===== config.mk =====
export PLATFORM = sky130hd
export DESIGN_NAME = dpo_octet_handler
export DESIGN_NICKNAME = d
export VERILOG_FILES = /design/src/dpo_pkg.sv /design/src/dpo_octet_handler.sv
export SDC_FILE = /design/constraint.sdc
export NUM_CORES = 1
export LEC_CHECK = 0
export ABC_CLOCK_PERIOD_IN_PS = 1340
export BUFFER_PORTS_ARGS = -buffer_cell sky130_fd_sc_hd__clkbuf_2
export CAP_MARGIN = 20
export CELL_PAD_IN_SITES_DETAIL_PLACEMENT = 0
export CELL_PAD_IN_SITES_GLOBAL_PLACEMENT = 1
export CORE_AREA = 2 2 88 73
export DETAILED_ROUTE_END_ITERATION = 16
export DIE_AREA = 0 0 90 75
export PLACE_DENSITY = 0.7
export SLEW_MARGIN = 20
export SYNTH_ARGS = -nofsm -noshare
export SYNTH_HDL_FRONTEND = slang
export SYNTH_SLANG_ARGS = --single-unit

===== constraint.sdc =====
create_clock -name sys_clk -period 1.34 [get_ports sys_clk]
set_input_delay 0.067 -clock sys_clk [delete_from_list [all_inputs] [get_ports sys_clk]]
set_output_delay 0.067 -clock sys_clk [all_outputs]
set_load 0.01 [all_outputs]

===== src/dpo_pkg.sv =====
package dpo_pkg;

    localparam int NPORT  = 2;
    localparam int ADDR_W = 3;

    // Common octet fields
    localparam int BIT_ID  = 7;
    localparam int ADDR_HI = 6;
    localparam int ADDR_LO = 4;

    // Selective reset octet
    localparam int RST_RELEASE = 3;
    localparam int RST_SLAVE   = 2;
    localparam int RST_LOGIC   = 1;
    localparam int RST_PHYS    = 0;

    // Selection octet
    localparam int       SEL_HOLD = 1;
    localparam int       SEL_PRIO = 0;
    localparam logic [1:0] SEL_PAD = 2'h0;

    // Request octets, low nibble
    localparam logic [3:0] REQ_TS_LOW  = 4'h0;
    localparam logic [3:0] REQ_INT_LOW = 4'h8;

    // Transfer settings: double octet, interlocked, no streaming
    localparam logic [5:0] TS_FIXED = 6'h26;

    // Reset values
    localparam logic [1:0] PORT_RST  = 2'h0;
    localparam logic [7:0] REPLY_RST = 8'h00;

    typedef enum logic [1:0] {
        DPO_OCT_RESET   = 2'b00,
        DPO_OCT_SELECT  = 2'b01,
        DPO_OCT_REQUEST = 2'b10,
        DPO_OCT_OTHER   = 2'b11
    } dpo_kind_e;

    typedef struct packed {
        logic      valid;
        dpo_kind_e kind;
        logic [7:0] data;
    } dpo_octet_s;

    typedef struct packed {
        logic       busy;
        logic       ready;
        logic [2:0] cls;
    } dpo_status_s;

    typedef struct packed {
        logic       valid;
        logic [7:0] data;
    } dpo_reply_s;

endpackage : dpo_pkg


===== src/dpo_octet_handler.sv =====
`timescale 1ns/1ps
module dpo_octet_handler (
    input  wire logic                           sys_clk,
    input  wire logic                           rst,
    input  wire logic [dpo_pkg::ADDR_W-1:0]     slave_addr,
    input  wire logic                           maintenance_mode2,
    input  wire dpo_pkg::dpo_octet_s [1:0]      octet_in,
    input  wire logic [1:0]                     deselect,
    input  wire logic [1:0]                     in_select_state,
    input  wire logic [1:0]                     reserved,
    input  wire logic [1:0]                     drivers_quiet_state,
    input  wire logic [1:0]                     req_seq_end,
    input  wire logic [1:0]                     read_status_ctl,
    input  wire dpo_pkg::dpo_status_s [1:0]     status_in,
    output dpo_pkg::dpo_reply_s [1:0]           reply_out,
    output logic [1:0]                          sel_accept,
    output logic [1:0]                          sel_refuse,
    output logic [1:0]                          selected,
    output logic                                alleg_valid,
    output logic                                alleg_port,
    output logic [1:0]                          hold_active,
    output logic [1:0]                          drivers_released,
    output logic [1:0]                          logical_reset,
    output logic [1:0]                          physical_reset,
    output logic [1:0]                          terminate,
    output logic                                slave_reset
);
    import dpo_pkg::*;

    logic [1:0] addr_hit;
    logic [1:0] is_rst;
    logic [1:0] is_sel;
    logic [1:0] is_req_ts;
    logic [1:0] is_req_int;
    logic [1:0] rst_rel;
    logic [1:0] rst_full;
    logic [1:0] lrst;
    logic [1:0] prst;
    logic [1:0] own_hold;
    logic [1:0] own_prio;
    logic [1:0] other_busy;
    logic [1:0] other_idle;
    logic [1:0] win;
    logic [1:0] take;
    logic [1:0] prio_win;
    logic       full_rst;

    logic [1:0] sel_reg;
    logic [1:0] sel_next;
    logic [1:0] hold_reg;
    logic [1:0] hold_next;
    logic [1:0] both_reg;
    logic [1:0] both_next;
    logic [1:0] prio_seen_reg;
    logic [1:0] prio_seen_next;
    logic [1:0] rel_reg;
    logic [1:0] term_next;
    logic       av_reg;
    logic       av_next;
    logic       ap_reg;
    logic       ap_next;

    dpo_reply_s [1:0] reply_reg;
    dpo_reply_s [1:0] reply_next;
    logic [1:0]       acc_reg;
    logic [1:0]       ref_reg;
    logic [1:0]       lrst_reg;
    logic [1:0]       prst_reg;
    logic [1:0]       term_reg;
    logic             srst_reg;

    for (genvar g = 0; g < NPORT; g++) begin : g_dec
        localparam int O = 1 - g;

        assign addr_hit[g]   = octet_in[g].data[ADDR_HI:ADDR_LO] == slave_addr;
        assign is_rst[g]     = octet_in[g].valid && octet_in[g].kind == DPO_OCT_RESET
                               && octet_in[g].data[BIT_ID] && addr_hit[g];
        assign is_sel[g]     = octet_in[g].valid && octet_in[g].kind == DPO_OCT_SELECT
                               && !octet_in[g].data[BIT_ID]
                               && octet_in[g].data[3:2] == SEL_PAD && addr_hit[g];
        assign is_req_ts[g]  = octet_in[g].valid && octet_in[g].kind == DPO_OCT_REQUEST
                               && octet_in[g].data[BIT_ID]
                               && octet_in[g].data[3:0] == REQ_TS_LOW && addr_hit[g];
        assign is_req_int[g] = octet_in[g].valid && octet_in[g].kind == DPO_OCT_REQUEST
                               && octet_in[g].data[BIT_ID]
                               && octet_in[g].data[3:0] == REQ_INT_LOW && addr_hit[g];

        // Each reset type acts independently of the others
        assign rst_rel[g]  = is_rst[g] && octet_in[g].data[RST_RELEASE];
        assign rst_full[g] = is_rst[g] && octet_in[g].data[RST_SLAVE];
        assign lrst[g]     = is_rst[g] && octet_in[g].data[RST_LOGIC];
        assign prst[g]     = is_rst[g] && octet_in[g].data[RST_PHYS];

        assign own_hold[g] = octet_in[g].data[SEL_HOLD];
        assign own_prio[g] = octet_in[g].data[SEL_PRIO];

        // Other port is protected only while selected, reserved or holding
        assign other_busy[g] = av_reg && (ap_reg != 1'(g));
        assign other_idle[g] = !sel_reg[O] && !reserved[O] && !hold_reg[O];
        assign win[g] = !other_busy[g] || other_idle[g]
                        || (own_hold[g] && own_prio[g] && !both_reg[O])
                        || (!own_hold[g] && own_prio[g] && !hold_reg[O]);

        // Same-cycle selections on both ports: port 1 is always refused
        if (g == 0) begin : g_first
            assign take[g] = is_sel[g] && win[g];
        end else begin : g_second
            assign take[g] = is_sel[g] && win[g] && !is_sel[0];
        end
        assign prio_win[g] = take[g] && own_prio[g];

        always_comb begin
            reply_next[g].valid = is_req_ts[g] || is_req_int[g];
            if (is_req_ts[g]) begin
                // Fixed values reflect command/response transfers
                reply_next[g].data = {1'b0, maintenance_mode2, TS_FIXED};
            end else if (is_req_int[g]) begin
                reply_next[g].data = {1'b0,
                                      status_in[g].busy || other_busy[g],
                                      status_in[g].ready,
                                      hold_reg[O],
                                      prio_seen_reg[g],
                                      status_in[g].cls};
            end else begin
                reply_next[g].data = REPLY_RST;
            end
        end

        // Only this port's master can end its own release
        always_ff @(posedge sys_clk) begin
            if (rst) begin
                rel_reg[g] <= 1'b0;
            end else if (is_rst[g]) begin
                rel_reg[g] <= rst_rel[g];
            end
        end
    end

    assign full_rst = |rst_full;

    always_comb begin
        sel_next  = sel_reg;
        hold_next = hold_reg;
        both_next = both_reg;
        av_next   = av_reg;
        ap_next   = ap_reg;
        term_next = PORT_RST;
        for (int p = 0; p < NPORT; p++) begin
            if (deselect[p]) begin
                sel_next[p] = 1'b0;
                if (av_reg && ap_reg == 1'(p) && !hold_reg[p] && !reserved[p]) begin
                    av_next = 1'b0;
                end
            end
            if (lrst[p]) begin
                sel_next[p]  = 1'b0;
                hold_next[p] = 1'b0;
                both_next[p] = 1'b0;
                if (av_reg && ap_reg == 1'(p)) begin
                    av_next = 1'b0;
                end
            end
        end
        for (int p = 0; p < NPORT; p++) begin
            if (take[p]) begin
                sel_next[p]  = 1'b1;
                hold_next[p] = own_hold[p];
                both_next[p] = own_hold[p] && own_prio[p];
                av_next      = 1'b1;
                ap_next      = 1'(p);
                // Losing port gives up its selection and any hold
                sel_next[1-p]  = 1'b0;
                hold_next[1-p] = 1'b0;
                both_next[1-p] = 1'b0;
                term_next[1-p] = own_prio[p] && sel_reg[1-p] && !in_select_state[1-p];
            end
        end
        for (int p = 0; p < NPORT; p++) begin
            // A new priority select beats a same-cycle clear
            prio_seen_next[p] = (prio_seen_reg[p] && !req_seq_end[p] && !read_status_ctl[p])
                                || prio_win[1-p];
        end
        if (full_rst) begin
            sel_next       = PORT_RST;
            hold_next      = PORT_RST;
            both_next      = PORT_RST;
            prio_seen_next = PORT_RST;
            term_next      = PORT_RST;
            av_next        = 1'b0;
            ap_next        = 1'b0;
        end
    end

    always_ff @(posedge sys_clk) begin
        if (rst) begin
            sel_reg       <= PORT_RST;
            hold_reg      <= PORT_RST;
            both_reg      <= PORT_RST;
            prio_seen_reg <= PORT_RST;
            av_reg        <= 1'b0;
            ap_reg        <= 1'b0;
        end else begin
            sel_reg       <= sel_next;
            hold_reg      <= hold_next;
            both_reg      <= both_next;
            prio_seen_reg <= prio_seen_next;
            av_reg        <= av_next;
            ap_reg        <= ap_next;
        end
    end

    always_ff @(posedge sys_clk) begin
        if (rst) begin
            reply_reg <= '0;
            acc_reg   <= PORT_RST;
            ref_reg   <= PORT_RST;
            lrst_reg  <= PORT_RST;
            prst_reg  <= PORT_RST;
            term_reg  <= PORT_RST;
            srst_reg  <= 1'b0;
        end else begin
            reply_reg <= reply_next;
            acc_reg   <= take;
            ref_reg   <= is_sel & ~take;
            lrst_reg  <= lrst;
            prst_reg  <= prst;
            term_reg  <= term_next;
            srst_reg  <= full_rst;
        end
    end

    assign reply_out        = reply_reg;
    assign sel_accept       = acc_reg;
    assign sel_refuse       = ref_reg;
    assign selected         = sel_reg;
    assign alleg_valid      = av_reg;
    assign alleg_port       = ap_reg;
    assign hold_active      = hold_reg;
    assign drivers_released = rel_reg | drivers_quiet_state;
    assign logical_reset    = lrst_reg;
    assign physical_reset   = prst_reg;
    assign terminate        = term_reg;
    assign slave_reset      = srst_reg;

    slave_reset_a: assert property (
        @(posedge sys_clk) disable iff (rst)
        rst_full[0] |=> slave_reset && !alleg_valid && selected == 2'h0 && hold_active == 2'h0)
        else $error("slave reset did not clear state");

    release_set_a: assert property (
        @(posedge sys_clk) disable iff (rst)
        rst_rel[0] |=> drivers_released[0][*3] or (drivers_released[0] && is_rst[0])
        or (drivers_released[0] ##1 is_rst[0]))
        else $error("drivers not released");

    release_keep_a: assert property (
        @(posedge sys_clk) disable iff (rst)
        rel_reg[1] && !is_rst[1] |=> rel_reg[1])
        else $error("release ended without own reset");

    logical_rst_a: assert property (
        @(posedge sys_clk) disable iff (rst)
        lrst[1] |=> logical_reset[1] && !selected[1] && !hold_active[1])
        else $error("logical reset not applied");

    physical_rst_a: assert property (
        @(posedge sys_clk) disable iff (rst)
        prst[1] |=> physical_reset[1] ##1 !physical_reset[1] || $past(prst[1]))
        else $error("physical reset pulse wrong");

    one_alleg_a: assert property (
        @(posedge sys_clk) disable iff (rst)
        !(selected[0] && selected[1]) && (selected == 2'h0 || (alleg_valid && selected[alleg_port])))
        else $error("allegiance to two ports");

    hold_keep_a: assert property (
        @(posedge sys_clk) disable iff (rst)
        hold_active[0] && alleg_valid && !alleg_port && is_sel == 2'h0 && is_rst == 2'h0
        |=> alleg_valid && !alleg_port && hold_active[0])
        else $error("hold allegiance lost");

    both_steal_a: assert property (
        @(posedge sys_clk) disable iff (rst)
        is_sel[1] && own_hold[1] && own_prio[1] && !both_reg[0] && !is_sel[0] && !full_rst
        |=> sel_accept[1] && alleg_port && !hold_active[0])
        else $error("hold and select did not win");

    prio_refused_a: assert property (
        @(posedge sys_clk) disable iff (rst)
        is_sel[1] && !own_hold[1] && own_prio[1] && hold_reg[0] && other_busy[1]
        |=> sel_refuse[1] && !sel_accept[1])
        else $error("select overrode a hold");

    terminate_a: assert property (
        @(posedge sys_clk) disable iff (rst)
        prio_win[1] && sel_reg[0] && !in_select_state[0] && !full_rst |=> terminate[0])
        else $error("other selection not terminated");

    settings_a: assert property (
        @(posedge sys_clk) disable iff (rst)
        is_req_ts[0] |=> reply_out[0].valid && reply_out[0].data[7:6] == {1'b0, $past(maintenance_mode2)}
        && reply_out[0].data[5:0] == TS_FIXED)
        else $error("transfer settings reply wrong");

    int_bits_a: assert property (
        @(posedge sys_clk) disable iff (rst)
        is_req_int[1] |=> reply_out[1].valid && reply_out[1].data[4] == $past(hold_reg[0])
        && reply_out[1].data[3] == $past(prio_seen_reg[1]))
        else $error("slave interrupts reply wrong");

    prio_seen_a: assert property (
        @(posedge sys_clk) disable iff (rst)
        prio_win[0] && !full_rst |=> prio_seen_reg[1])
        else $error("priority select flag not set");

    addr_skip_a: assert property (
        @(posedge sys_clk) disable iff (rst)
        octet_in[0].valid && !addr_hit[0] |=> !reply_out[0].valid && !sel_accept[0] && !sel_refuse[0])
        else $error("acted on foreign address");

endmodule : dpo_octet_handler


==> results.md <==
- Status: finished with violations
- Failing checks: setup timing
- Via count of the routed design: 1,665
- DRC: 0
- Worst hold start: status_in[5]
- Final Instance Area: 2660 µm²
- FFs w/ async S/R, synth: 0
- Largest net degree at the start of global routing: 13
- Post-synth EDFFs: 0
- Top_reg_cell synth: dfxtp_1
- I/O Buffers: 84
- TritonCTS clock tree: yes
- Die width: 90 µm
- Reg-to-reg critical path startpoint: hold_active[0]
- Post-synth top area share: 0.468
- Worst setup SP type: register
- Worst Skew: 0.00845 ns
- Max H-tree Level: 2
- Post-DP HPWL: 3720 µm
- Max Clock Freq: 0.729 GHz
- Count of final setup violators: 4
- Final hold viol count: 0
- Commonest non-fill, non-tap cell in the layout: clkbuf_2
- Hold endpoint: reply_out[9]
- Flop and latch count out of synthesis: 39
- Critical-path cell list: nor3_2, a211o_1, o21a_1, buf_6, nand4_1, a21oi_2
- Max clock buf depth: 2
- Clk slew on worst S/H paths: 0.08 ns
- Slew Viols, Final: 0
- Worst setup EP type: register
- RSZ-0062 raised after global routing: true
- Setup TNS: -0.0584 ns
- Top post-synthesis cells by area: dfxtp_1 47%, a21oi_1 4.5%, nor2_1 3.2%, nor4b_2 2.7%, and3_1 2.6%
- DRT iter0 DRCs: 55
- Worst path max stage delay: 0.37 ns
- Num rows: 25
- Layout Area Growth over Synthesis: 59.3%
- CORE AREA: 5820 µm²
- Hold Path Stages: 2
- PwrDens: 832 nW/µm²
- Worst Path Arrival: 1.60 ns
- Fillers: 582
- Clock latency at the later pin of the worst-skew pair: 0.29 ns
- RR Endpoint: both_reg[1]
- WP buf/inv: 1
- CTS root buffer: clkbuf_8
- Final Net Count: 347
- All-Layer GR Usage: 0.152
- Number of global-route vias before repair: 1,720
- First-pass DRT Iterations: 4
- CP delay by family, top: compound AO/OA/AOI/OAI gates
- R2r worst-path depth: 6
- Routability congestion estimate: 0.835
- Crit Path Class: reg -> reg
- Setup WS pre-CTS: -0.242 ns
- Die height: 75 µm
- Distinct cell type count after synthesis: 46
- Initial antenna violation count: 0
- Vias per inst: 4.39
- Core Util, Final: 0.457
- I/O pin cnt: 87
- Hold WC Path Type: in -> reg
- Maximum fanout along the worst path: 4
- Yosys top cell by area: dfxtp_1
- Sequential-to-total area share from yosys stat: 0.468
- Avg Synthesized Cell Area: 9.75 µm²
- Critical Path RT: 1.57 ns
- First-pass GRT wire length: 8130 µm
- Starting Density: 0.287
- Max FFs per register: 16
- Syn Inst Count: 171
- Final worst setup slack: -0.0321 ns
- Num CTS Buffers: 5
- Post-DP Area: 2400 µm²
- Post-DRT Antenna Nets: 0
- Detailed-route wire length per cell: 12.7 µm
- Most frequent cells in the layout: 84 x clkbuf_2, 34 x dfxtp_1, 31 x buf_4, 14 x nor2_1, 12 x a21oi_1
- GRT overflow: 0
- Die ar.: 6750 µm²
- Leak: 1.22 nW
- R2r setup slk: -0.03 ns
- CTS sink cnt: 39
- Slowest CP cell: dfxtp_4
- Layout cell share with drive strength beyond 1: 0.544
- Final Power: 2.21 mW
- MaxCap Viol Count: 0
- Tcrit/Tclk final: 1.02
- Peak VDD IR: 0.430 mV
- Post-Syn Area: 1670 µm²
- Total Wirelength: 4800 µm
- Ant diodes: 0
- Fin crit period: 1.37 ns
- Ys Warns: 0
-- kinds of logic after synthesis --
kind of cell	share of synthesized area
AND/OR/NAND/NOR	0.299
flip-flops	0.468
AO/OA/AOI/OAI	0.121
buffers and inverters	0.0540
XOR/XNOR	0.0315
multiplexers	0.0240
other	0.00225
-- per-stage QoR --
step	cells	hold WS (ns)
2_1_floorplan	172	0.138
3_3_place_gp	361	0.245
3_5_place_dp	361	0.245
4_1_cts	377	0.00423
5_1_grt	379	0.00594
6_report	379	0.0121
-- Yosys cell counts (2+ instances only) --
| cell type | count |
|---|---|
| nand2b_1 | 3 |
| nand2_1 | 9 |
| xnor2_1 | 3 |
| a21oi_1 | 15 |
| nor3_1 | 4 |
| nand3_1 | 5 |
| a21oi_2 | 3 |
| inv_2 | 2 |
| xor2_1 | 3 |
| and2_1 | 2 |
| nor4_1 | 2 |
| mux2i_1 | 4 |
| buf_4 | 2 |
| or2_2 | 2 |
| inv_1 | 6 |
| and3_1 | 7 |
| dfxtp_1 | 39 |
| buf_6 | 3 |
| clkbuf_1 | 3 |
| nor4b_1 | 2 |
| nor2_1 | 14 |
| nor4b_2 | 3 |
| nand4_1 | 6 |
| a22oi_1 | 2 |
| nor3b_1 | 2 |
| nor2b_1 | 3 |
| a211oi_1 | 2 |
| nand3b_1 | 2 |
-- how the worst max path moves through the flow --
| stage | startpoint | endpoint | depth (start not counted) |
|---|---|---|---|
| final | hold_active[0] | both_reg[1] | 6 |
| after global routing | hold_active[0] | both_reg[1] | 6 |
| after CTS | hold_active[1] | terminate[1] | 5 |
| after detailed placement | octet_in[7] | selected[1] | 5 |
| after global placement | octet_in[7] | selected[1] | 5 |
| after floorplan | hold_active[1] | selected[1] | 6 |
-- timing repair --
| item | CTS | global route |
|---|---|---|
| hold buffers | 8 | 0 |
| setup endpoints to repair | 12 | 14 |
| hold endpoints to repair | 8 | 0 |
| resized for setup | 11 | 9 |
| buffers inserted | 0 | 2 |
| pin swaps | 5 | 7 |
-- area by class of cell --
type | count | area (µm²) | area share
Sequential cell | 39 | 792 | 0.298
Clock buffer | 6 | 72.6 | 0.0273
Tap cell | 81 | 101 | 0.0381
Inverter | 8 | 30.0 | 0.0113
Timing Repair Buffer | 126 | 776 | 0.292
Clock inverter | 2 | 12.5 | 0.00471
Multi-Input combinational cell | 117 | 873 | 0.329
-- metal layers --
layer	vias up	share of wire	track usage
li1	856	-	-
met1	737	0.50	0.202
met2	63	0.42	0.239
met3	9	0.063	0.0490
met4	0	0.012	0.0513
met5	-	0	0
-- where the power goes --
group | internal (mW) | total (mW) | leakage (nW) | switching [mW]
sequential | 1.16 | 1.16 | 0.317 | 0.000864
combinational | 0.141 | 0.268 | 0.861 | 0.127
clock | 0.364 | 0.786 | 0.0412 | 0.422
total | 1.66 | 2.21 | 1.22 | 0.549
(Power assumes the default switching activity.)
